File: src/verilog/csc_pkg.sv
package csc_pkg;
  // ==========================================================
  // bus shape
  localparam int AW = 8;
  localparam int DW = 16;
  typedef logic [AW-1:0] csc_addr_t;
  typedef logic [DW-1:0] csc_data_t;
  // ==========================================================
  // register offsets
  localparam csc_addr_t ADDR_EVENT_LATCH = 8'h10;
  localparam csc_addr_t ADDR_LIVE_FLAGS  = 8'h11;
  localparam csc_addr_t ADDR_PIN_GATING  = 8'h12;
  localparam csc_addr_t ADDR_SRC_MASKS   = 8'h13;
  localparam csc_addr_t ADDR_HOST_OPTS   = 8'h14;
  localparam csc_addr_t ADDR_PB_CTRL_A   = 8'h15;
  localparam csc_addr_t ADDR_PB_CTRL_B   = 8'h16;
  localparam csc_addr_t ADDR_PB_GAIN     = 8'h17;
  localparam csc_addr_t ADDR_REC_CTRL    = 8'h19;
  // ==========================================================
  // field positions
  localparam int BIT_OVERTEMP   = 15;
  localparam int BIT_PIN2       = 13;
  localparam int BIT_PIN1       = 12;
  localparam int BIT_REGLOW     = 0;
  localparam int BIT_PIN_MASK   = 0;
  localparam int BIT_OPEN_DRAIN = 2;
  localparam int BIT_AUTO_INC   = 0;
  localparam int BIT_SIL_MUTE   = 4;
  localparam int BIT_PB_FLIP    = 0;
  localparam int BIT_RAMP       = 4;
  localparam int BIT_FILTER     = 0;
  localparam int BIT_MUTE       = 8;
  localparam int BIT_REC_RFLIP  = 1;
  localparam int BIT_REC_LFLIP  = 0;
  localparam csc_data_t EVENT_BITS = 16'hB001;
  // ==========================================================
  // reset values
  localparam csc_data_t RST_PIN_GATING = 16'h0001;
  localparam csc_data_t RST_SRC_MASKS  = 16'h0000;
  localparam csc_data_t RST_HOST_OPTS  = 16'h0001;
  localparam csc_data_t RST_PB_CTRL_A  = 16'h0010;
  localparam csc_data_t RST_PB_CTRL_B  = 16'h0010;
  localparam csc_data_t RST_PB_GAIN    = 16'h01C0;
  localparam csc_data_t RST_REC_CTRL   = 16'h0100;
  // ==========================================================
  // gain decode and pin function
  localparam logic [7:0]  GAIN_UNITY   = 8'hC0;
  localparam logic [10:0] GAIN_STEP8   = 11'h003;
  localparam logic [3:0]  FN_IRQ_OUT   = 4'h3;
  // ==========================================================
  // timing
  localparam int CLK_MHZ      = 100;
  localparam int RAMP_STEP_NS = 10000;
  localparam int RAMP_CYCLES  = (RAMP_STEP_NS * CLK_MHZ + 999) / 1000;
  localparam int SILENCE_SAMPLES = 1024;
endpackage

File: src/verilog/csc_regbank.sv
`timescale 1ns/1ns
module csc_regbank #(
  parameter int RAMP_CYC = csc_pkg::RAMP_CYCLES,
  parameter int SIL_LEN  = csc_pkg::SILENCE_SAMPLES
) (
  input  wire logic             ref_clk,
  input  wire logic             rst_n,
  input  wire logic             i2c_mode,
  input  wire logic             addr_load,
  input  wire csc_pkg::csc_addr_t addr_in,
  input  wire logic             word_wr,
  input  wire csc_pkg::csc_data_t wr_data,
  input  wire logic             word_rd,
  output csc_pkg::csc_data_t    rd_data,
  output logic                  rd_valid,
  output csc_pkg::csc_addr_t    addr_ptr,
  input  wire logic             sdo_bit,
  input  wire logic             sdo_active,
  output logic                  sdo_o,
  output logic                  sdo_oe,
  input  wire logic             overtemp_pin,
  input  wire logic             regulator_low_pin,
  input  wire logic             pin1_event,
  input  wire logic             pin2_event,
  input  wire logic [3:0]       pin1_function_select,
  input  wire logic [3:0]       pin2_function_select,
  output logic                  pin1_irq_drive,
  output logic                  pin2_irq_drive,
  output logic                  irq_req,
  input  wire logic             pb_stb,
  input  wire logic signed [15:0] pb_in,
  output logic signed [15:0]    pb_out,
  output logic signed [10:0]    pb_gain_eighth_db,
  output logic                  pb_gain_mute,
  output logic                  playback_filter_select,
  input  wire logic             rec_stb,
  input  wire logic signed [15:0] rec_l_in,
  input  wire logic signed [15:0] rec_r_in,
  output logic signed [15:0]    rec_l_out,
  output logic signed [15:0]    rec_r_out
);
  import csc_pkg::*;

  // ==========================================================
  // gain code to 0.125 dB units, code 0 handled as mute
  function automatic logic signed [10:0] gain_db8(input logic [7:0] c);
    logic signed [10:0] d;
    d = $signed({3'h0, c}) - $signed({3'h0, GAIN_UNITY});
    gain_db8 = 11'(d * $signed(GAIN_STEP8));
  endfunction
  // negation saturates so the most negative code cannot wrap
  function automatic logic signed [15:0] flip(input logic signed [15:0] x);
    flip = (x == 16'sh8000) ? 16'sh7FFF : 16'(-x);
  endfunction

  // ==========================================================
  // live inputs
  logic [1:0] live_q;
  logic       overtemp_state;
  logic       regulator_low_state;
  logic       overtemp_d_r;
  logic       reglow_d_r;
  csc_sync #(.W(2)) u_sync (
    .ref_clk  (ref_clk),
    .rst_n    (rst_n),
    .async_in ({overtemp_pin, regulator_low_pin}),
    .sync_out (live_q)
  );
  assign overtemp_state      = live_q[1];
  assign regulator_low_state = live_q[0];

  always_ff @(posedge ref_clk or negedge rst_n) begin
    if (!rst_n) begin
      overtemp_d_r <= 1'b0;
      reglow_d_r   <= 1'b0;
    end else begin
      overtemp_d_r <= overtemp_state;
      reglow_d_r   <= regulator_low_state;
    end
  end

  // ==========================================================
  // registers
  csc_data_t pin_gating_r;
  csc_data_t src_masks_r;
  csc_data_t host_opts_r;
  csc_data_t pb_ctrl_a_r;
  csc_data_t pb_ctrl_b_r;
  csc_data_t pb_gain_r;
  csc_data_t rec_ctrl_r;
  csc_data_t event_latch_r;
  csc_data_t event_set;
  csc_data_t live_flags;
  logic      latch_rd;
  logic      request_pin_mask;
  logic      auto_inc;

  assign request_pin_mask = pin_gating_r[BIT_PIN_MASK];
  assign auto_inc         = host_opts_r[BIT_AUTO_INC];
  assign latch_rd         = word_rd && (addr_ptr == ADDR_EVENT_LATCH);

  always_ff @(posedge ref_clk or negedge rst_n) begin
    if (!rst_n) begin
      pin_gating_r <= RST_PIN_GATING;
      src_masks_r  <= RST_SRC_MASKS;
      host_opts_r  <= RST_HOST_OPTS;
      pb_ctrl_a_r  <= RST_PB_CTRL_A;
      pb_ctrl_b_r  <= RST_PB_CTRL_B;
      pb_gain_r    <= RST_PB_GAIN;
      rec_ctrl_r   <= RST_REC_CTRL;
    end else if (word_wr) begin
      unique case (addr_ptr)
        ADDR_PIN_GATING: pin_gating_r <= wr_data & 16'h0001;
        ADDR_SRC_MASKS:  src_masks_r  <= wr_data & EVENT_BITS;
        ADDR_HOST_OPTS:  host_opts_r  <= wr_data & 16'h0005;
        ADDR_PB_CTRL_A:  pb_ctrl_a_r  <= wr_data & 16'h0011;
        ADDR_PB_CTRL_B:  pb_ctrl_b_r  <= wr_data & 16'h0011;
        ADDR_PB_GAIN:    pb_gain_r    <= wr_data & 16'h01FF;
        ADDR_REC_CTRL:   rec_ctrl_r   <= wr_data & 16'h0103;
        default: ;
      endcase
    end
  end

  // ==========================================================
  // address pointer
  // auto-increment is a 2-wire feature; 3-wire frames carry
  // their own address on every word
  always_ff @(posedge ref_clk or negedge rst_n) begin
    if (!rst_n) begin
      addr_ptr <= '0;
    end else if (addr_load) begin
      addr_ptr <= addr_in;
    end else if ((word_wr || word_rd) && i2c_mode && auto_inc) begin
      addr_ptr <= addr_ptr + 8'h01;
    end
  end

  // ==========================================================
  // read path
  always_comb begin
    live_flags = '0;
    live_flags[BIT_OVERTEMP] = overtemp_state;
    live_flags[BIT_REGLOW]   = regulator_low_state;
  end

  always_ff @(posedge ref_clk or negedge rst_n) begin
    if (!rst_n) begin
      rd_data  <= '0;
      rd_valid <= 1'b0;
    end else begin
      rd_valid <= word_rd;
      if (word_rd) begin
        unique case (addr_ptr)
          ADDR_EVENT_LATCH: rd_data <= event_latch_r;
          ADDR_LIVE_FLAGS:  rd_data <= live_flags;
          ADDR_PIN_GATING:  rd_data <= pin_gating_r;
          ADDR_SRC_MASKS:   rd_data <= src_masks_r;
          ADDR_HOST_OPTS:   rd_data <= host_opts_r;
          ADDR_PB_CTRL_A:   rd_data <= pb_ctrl_a_r;
          ADDR_PB_CTRL_B:   rd_data <= pb_ctrl_b_r;
          ADDR_PB_GAIN:     rd_data <= pb_gain_r;
          ADDR_REC_CTRL:    rd_data <= rec_ctrl_r;
          default:          rd_data <= '0;
        endcase
      end
    end
  end

  // ==========================================================
  // event latches and request
  always_comb begin
    event_set = '0;
    event_set[BIT_OVERTEMP] = overtemp_state && !overtemp_d_r;
    event_set[BIT_PIN2]     = pin2_event;
    event_set[BIT_PIN1]     = pin1_event;
    event_set[BIT_REGLOW]   = regulator_low_state && !reglow_d_r;
  end

  // a set in the clearing read's cycle survives the clear
  always_ff @(posedge ref_clk or negedge rst_n) begin
    if (!rst_n) begin
      event_latch_r <= '0;
    end else if (latch_rd) begin
      event_latch_r <= event_set;
    end else begin
      event_latch_r <= event_latch_r | event_set;
    end
  end

  always_ff @(posedge ref_clk or negedge rst_n) begin
    if (!rst_n) begin
      irq_req        <= 1'b0;
      pin1_irq_drive <= 1'b0;
      pin2_irq_drive <= 1'b0;
    end else begin
      irq_req <= |(event_latch_r & ~src_masks_r) && !request_pin_mask;
      pin1_irq_drive <= (pin1_function_select == FN_IRQ_OUT);
      pin2_irq_drive <= (pin2_function_select == FN_IRQ_OUT);
    end
  end

  // ==========================================================
  // serial data output driver
  // the 2-wire bus is open-drain by nature, so the option only
  // matters in 3-wire mode
  always_ff @(posedge ref_clk or negedge rst_n) begin
    if (!rst_n) begin
      sdo_o  <= 1'b0;
      sdo_oe <= 1'b0;
    end else if (!i2c_mode && !host_opts_r[BIT_OPEN_DRAIN]) begin
      sdo_o  <= sdo_bit;
      sdo_oe <= sdo_active;
    end else begin
      sdo_o  <= 1'b0;
      sdo_oe <= sdo_active && !sdo_bit;
    end
  end

  // ==========================================================
  // volume ramp: one 0.375 dB step per tick
  logic [$clog2(RAMP_CYC+1)-1:0] ramp_cnt_r;
  logic       ramp_tick;
  logic [7:0] gain_now_r;
  logic [7:0] gain_tgt;

  assign gain_tgt  = pb_gain_r[7:0];
  assign ramp_tick = (ramp_cnt_r == '0);

  always_ff @(posedge ref_clk or negedge rst_n) begin
    if (!rst_n) begin
      ramp_cnt_r <= '0;
    end else if (ramp_tick) begin
      ramp_cnt_r <= ($clog2(RAMP_CYC+1))'(RAMP_CYC - 1);
    end else begin
      ramp_cnt_r <= ramp_cnt_r - 1'b1;
    end
  end

  always_ff @(posedge ref_clk or negedge rst_n) begin
    if (!rst_n) begin
      gain_now_r <= GAIN_UNITY;
    end else if (!pb_ctrl_b_r[BIT_RAMP]) begin
      gain_now_r <= gain_tgt;
    end else if (ramp_tick && gain_now_r < gain_tgt) begin
      gain_now_r <= gain_now_r + 8'h01;
    end else if (ramp_tick && gain_now_r > gain_tgt) begin
      gain_now_r <= gain_now_r - 8'h01;
    end
  end

  always_ff @(posedge ref_clk or negedge rst_n) begin
    if (!rst_n) begin
      pb_gain_eighth_db      <= '0;
      pb_gain_mute           <= 1'b1;
      playback_filter_select <= 1'b0;
    end else begin
      pb_gain_eighth_db      <= gain_db8(gain_now_r);
      pb_gain_mute           <= (gain_now_r == 8'h00) ||
                                pb_gain_r[BIT_MUTE];
      playback_filter_select <= pb_ctrl_b_r[BIT_FILTER];
    end
  end

  // ==========================================================
  // playback path: auto-mute after a run of silent samples
  logic [$clog2(SIL_LEN+1)-1:0] sil_cnt_r;
  logic silent;
  assign silent = (sil_cnt_r == ($clog2(SIL_LEN+1))'(SIL_LEN));

  always_ff @(posedge ref_clk or negedge rst_n) begin
    if (!rst_n) begin
      sil_cnt_r <= '0;
    end else if (pb_stb) begin
      if (pb_in != '0) begin
        sil_cnt_r <= '0;
      end else if (!silent) begin
        sil_cnt_r <= sil_cnt_r + 1'b1;
      end
    end
  end

  always_ff @(posedge ref_clk or negedge rst_n) begin
    if (!rst_n) begin
      pb_out <= '0;
    end else if (pb_stb) begin
      if (pb_gain_r[BIT_MUTE]) begin
        pb_out <= '0;
      end else if (pb_ctrl_a_r[BIT_SIL_MUTE] && silent) begin
        pb_out <= '0;
      end else if (pb_ctrl_a_r[BIT_PB_FLIP]) begin
        pb_out <= flip(pb_in);
      end else begin
        pb_out <= pb_in;
      end
    end
  end

  // ==========================================================
  // record path
  always_ff @(posedge ref_clk or negedge rst_n) begin
    if (!rst_n) begin
      rec_l_out <= '0;
      rec_r_out <= '0;
    end else if (rec_stb) begin
      if (rec_ctrl_r[BIT_MUTE]) begin
        rec_l_out <= '0;
        rec_r_out <= '0;
      end else begin
        rec_l_out <= rec_ctrl_r[BIT_REC_LFLIP] ? flip(rec_l_in) : rec_l_in;
        rec_r_out <= rec_ctrl_r[BIT_REC_RFLIP] ? flip(rec_r_in) : rec_r_in;
      end
    end
  end
endmodule

File: src/verilog/csc_sync.sv
`timescale 1ns/1ns
module csc_sync #(
  parameter int W = 1
) (
  input  wire logic         ref_clk,
  input  wire logic         rst_n,
  input  wire logic [W-1:0] async_in,
  output logic      [W-1:0] sync_out
);
  logic [W-1:0] s1_r;
  logic [W-1:0] s2_r;
  logic [W-1:0] s3_r;
  // only the second stage reads the first
  always_ff @(posedge ref_clk or negedge rst_n) begin
    if (!rst_n) begin
      s1_r <= '0;
      s2_r <= '0;
      s3_r <= '0;
    end else begin
      s1_r <= async_in;
      s2_r <= s1_r;
      s3_r <= s2_r;
    end
  end
  // a bit moves only once stages two and three agree
  always_ff @(posedge ref_clk or negedge rst_n) begin
    if (!rst_n) begin
      sync_out <= '0;
    end else begin
      for (int i = 0; i < W; i++) begin
        if (s2_r[i] == s3_r[i]) begin
          sync_out[i] <= s3_r[i];
        end
      end
    end
  end
endmodule

File: config.mk
export PLATFORM = sky130hd
export DESIGN_NAME = csc_regbank
export DESIGN_NICKNAME = d
export VERILOG_FILES = /design/src/verilog/csc_pkg.sv /design/src/verilog/csc_regbank.sv /design/src/verilog/csc_sync.sv
export SDC_FILE = /design/constraint.sdc
export NUM_CORES = 1
export LEC_CHECK = 0
export BUFFER_PORTS_ARGS = -buffer_cell sky130_fd_sc_hd__buf_4
export CORE_UTILIZATION = 50
export DETAILED_ROUTE_END_ITERATION = 10
export GPL_ROUTABILITY_DRIVEN = 0
export PLACE_DENSITY_LB_ADDON = 0.1
export SKIP_LAST_GASP = 1
export SYNTH_ARGS = -nofsm -noshare
export SYNTH_HDL_FRONTEND = slang
export SYNTH_SLANG_ARGS = --single-unit
File: constraint.sdc
create_clock -name ref_clk -period 6.4 [get_ports ref_clk]
set_input_delay 0.32 -clock ref_clk [delete_from_list [all_inputs] [get_ports ref_clk]]
set_output_delay 0.32 -clock ref_clk [all_outputs]
set_load 0.03 [all_outputs]
==> impl_metrics.ini <==
[power]
total_leakage_power_nw = 4.80
p_sw_w = 0.000983
seq_power_share_pct = 39.5
power.combinational.fraction_pct = 27.5
p_int_w = 0.00202
clock_power_share_pct = 33.0
sw_frac_of_total_pct = 32.8
worst_ir_drop_vdd_mv = 0.190
cellPowerDensity_nw_per_um2 = 287

[sta]
fmaxAchievable_ghz = 0.262
setup-violations-final = 0
final.period_utilization_pct = 59.7
report.final.slew_viol_count = 0
fin_worst_skew_ns = 0.00829
finalHoldViolCount = 0
timing.max_slew.rel_slack_pct = 40.2
layout_min_cycle_time_ns = 3.82
whs_ns = 0.0390
setup-tns-final_ns = 0
worst_tran_pin_value_ns = 0.896
unrepaired_setup_endpoints_after_global_routing = no

[clock_network]
path_clk_slew_ns = 0.07
post_cts_resize_count = 0
post_cts_buffers = 0
clock_tree_from_tritoncts = done
ctsRootBufferMaster = sky130_fd_sc_hd__clkbuf_16
h_tree_levels = 4
tritoncts.num_buffers = 17
clkLatencyLatePin_ns = 0.42
cts_max_path_bufs = 2
cts.sinks = 154

[global_route]
grt.overflow.total = 0
groute.usage.overall_pct = 22.8
grt_first_pass_wirelength_um = 31600
pin_count_of_the_biggest_net_entering_global_routing = 92
grt_antenna_before_repair = 0
grt_pass1_vias = 6373

[setup_path]
end_kind = flip-flop
timing.critical_path.required_ns = 6.73
startpoint_type = flip-flop
worstReg2RegStart = ramp_cnt_r[4]$_DFF_PN0_
timing.critical_path.fanout_max = 9
worst-endpoint-arrival_ns = 4.15
worst-setup-path-type = flip-flop to flip-flop
worstSetupStartpoint = ramp_cnt_r[4]$_DFF_PN0_

[cells_and_area]
num-nets-final = 1165
antenna-diode-count = 0
commonest_non_fill_non_tap_cell_in_the_layout = sky130_fd_sc_hd__buf_4
post_layout_nonfiller_instances = 1253
fraction_of_final_layout_cells_sized_beyond_drive_strength_1_pct = 25.8
final.fill_count = 1349
post-route-util_pct = 65.1
mostFrequentLayoutCells = sky130_fd_sc_hd__buf_4, sky130_fd_sc_hd__dfrtp_1, sky130_fd_sc_hd__o21ai_0
area_growth_syn_to_layout_pct = 25.4

[routing]
dr_wl_met2_um = 8950
detailedRoute.firstIterationViolations = 321
vias_per_cell = 5.30
met3WireLength_um = 676
drcViolationCount = 0
detail_route.first_pass.iterations = 5
m1WireLength_um = 8840
antenna_violating_nets_post_route = 0
routedWlPerCell_um = 14.9
num_vias = 6637
drt_wl_total_um = 18700
highest_layer = met4

[place]
dp.cells = 1218
placement.io_buffers = 180
detailed_place_hpwl_um = 13500

[logic_synthesis]
postSynth.topFlopCell = sky130_fd_sc_hd__dfrtp_1
netlist_instances = 852
synth.largest_area_cell = sky130_fd_sc_hd__dfrtp_1
synthDominantCellAreaShare_pct = 42.9
syn_area_um2 = 8330
avg_cell_area_syn_um2 = 9.78
yosys_register_bits = 154
synth.distinct_cells = 64
synth_edf_count = 0
post_synth_main_area_contributors = sky130_fd_sc_hd__dfrtp_1, sky130_fd_sc_hd__ha_1, sky130_fd_sc_hd__o21ai_0
synth.yosys.warnings = 0
synth-seq-area-share_pct = 46.4
fraction_of_synthesis_flops_using_an_asynchronous_set_or_reset_pin_pct = 100
syn_nets = 993

[die]
design.portCount = 185
placement_rows = 46
die_height_um = 131
floorplan.die_area_um2 = 17200
coreArea_um2 = 16100
floorplan.initialDensity_pct = 51.9
die-width_um = 131

[status]
status = complete, no violations

[hold_path]
hp-start = pin2_function_select[2]
hold_path.class = input port to flip-flop

[job]
maxCapViolCount = 0
power groups by stage:
stage | registers, W | clock network [W] | logic [W]
3_5_place_dp | 0.00120 | 0 | 0.000823
5_1_grt | 0.00120 | 0.00105 | 0.000903
6_report | 0.00118 | 0.000990 | 0.000825
2_1_floorplan | 0.00134 | 0 | 0.000379
4_1_cts | 0.00118 | 0.00102 | 0.000832
3_3_place_gp | 0.00120 | 0 | 0.000812
layout make-up:
cell class | count | area (um^2) | area share (%)
inverter | 82 | 308 | 2.95
clock buffer | 20 | 457 | 4.37
tap | 216 | 270 | 2.59
multi-input combinational | 582 | 4010 | 38.3
sequential | 154 | 3870 | 37.0
timing repair buffer | 187 | 1420 | 13.5
clock inverter | 12 | 128 | 1.22
synth_stat cells, types with 3 or more instances:
| master | n |
|---|---|
| sky130_fd_sc_hd__xnor2_1 | 48 |
| sky130_fd_sc_hd__nor3_1 | 20 |
| sky130_fd_sc_hd__dfrtp_1 | 143 |
| sky130_fd_sc_hd__xor2_1 | 20 |
| sky130_fd_sc_hd__nor2b_1 | 7 |
| sky130_fd_sc_hd__a21oi_1 | 31 |
| sky130_fd_sc_hd__dfstp_2 | 11 |
| sky130_fd_sc_hd__and3_1 | 4 |
| sky130_fd_sc_hd__a21o_1 | 9 |
| sky130_fd_sc_hd__mux2_2 | 33 |
| sky130_fd_sc_hd__clkbuf_1 | 25 |
| sky130_fd_sc_hd__o41ai_1 | 4 |
| sky130_fd_sc_hd__or4_1 | 8 |
| sky130_fd_sc_hd__nor4_1 | 7 |
| sky130_fd_sc_hd__nand2_1 | 61 |
| sky130_fd_sc_hd__a22oi_1 | 6 |
| sky130_fd_sc_hd__or3_1 | 8 |
| sky130_fd_sc_hd__o2111ai_1 | 3 |
| sky130_fd_sc_hd__nand3_1 | 26 |
| sky130_fd_sc_hd__o22ai_1 | 19 |
| sky130_fd_sc_hd__inv_1 | 82 |
| sky130_fd_sc_hd__o21ai_0 | 88 |
| sky130_fd_sc_hd__buf_4 | 4 |
| sky130_fd_sc_hd__nor2_1 | 52 |
| sky130_fd_sc_hd__a211oi_1 | 4 |
| sky130_fd_sc_hd__o21a_1 | 4 |
| sky130_fd_sc_hd__nand2b_1 | 5 |
| sky130_fd_sc_hd__nand3b_1 | 4 |
| sky130_fd_sc_hd__o31ai_1 | 11 |
| sky130_fd_sc_hd__ha_1 | 45 |
| sky130_fd_sc_hd__mux2i_1 | 6 |
| sky130_fd_sc_hd__nand4_1 | 8 |
path summary, 6_finish.rpt:
| path | slack [ns] | to | cells past startpoint |
|---|---|---|---|
| max reg2reg | 2.58 | gain_now_r[7]$_DFFE_PN1P_ | 10 |
| min reg2reg | 0.35 | u_sync.s2_r[0]$_DFF_PN0_ | 0 |
| min in group asynchronous | 0.55 | pb_gain_eighth_db[9]$_DFF_PN0_ | 2 |
| min | 0.04 | pin2_irq_drive$_DFF_PN0_ | 2 |
| max | 2.58 | gain_now_r[7]$_DFFE_PN1P_ | 10 |
| max in group asynchronous | 4.53 | ramp_cnt_r[5]$_DFF_PN0_ | 3 |
cell families after synthesis:
group | after synthesis | share of synthesized area [%]
AND/OR/NAND/NOR | 225 | 13.6
adder cells (fa/ha/maj) | 49 | 7.48
AO/OA/AOI/OAI | 201 | 14.7
buffers and inverters | 116 | 5.52
multiplexers | 39 | 5.18
XOR/XNOR | 68 | 7.15
flip-flops | 154 | 46.4
stage by stage:
step	area, um^2	power (W)	setup WS, ns
4_1_cts	10500	0.00303	2.56
2_1_floorplan	8330	0.00172	3.08
3_3_place_gp	9840	0.00201	2.69
3_5_place_dp	9840	0.00202	2.63
6_report	10500	0.00300	2.58
5_1_grt	10500	0.00316	2.31
sequential cells by signal (all words and copies together) (netlist names), 8 cells and up:
name               count
rec_l_out             16
sil_cnt_r             11
rec_r_out             16
pb_gain_eighth_db     11
gain_now_r             8
rd_data               13
ramp_cnt_r            10
pb_gain_r              9
addr_ptr               8
pb_out                16
repair_timing:
| action | in CTS | in global routing |
|---|---|---|
| hold buffers | 3 | 0 |
| setup endpoints to repair | 0 | 0 |
| endpoints found under the hold margin | 6 | 0 |
worst max-delay path: stages (launching register included):
cell                        delay [ns]
sky130_fd_sc_hd__dfrtp_1          0.41
sky130_fd_sc_hd__or4_4            0.58
sky130_fd_sc_hd__nor4_4           0.29
sky130_fd_sc_hd__o2111ai_1        0.54
sky130_fd_sc_hd__ha_1             0.51
sky130_fd_sc_hd__a211oi_1         0.36
sky130_fd_sc_hd__o21ai_0          0.16
sky130_fd_sc_hd__a21oi_1          0.18
sky130_fd_sc_hd__xor2_1           0.11
sky130_fd_sc_hd__or4_1            0.50
sky130_fd_sc_hd__o221ai_1         0.09
routing by layer:
layer | vias to the layer above | track usage, %
met5 | - | 0
met4 | 0 | 7.97
met3 | 15 | 4.21
met2 | 137 | 36.6
met1 | 3157 | 31.1
li1 | 3328 | -
Note: power is estimated with default switching activity, not from simulation.
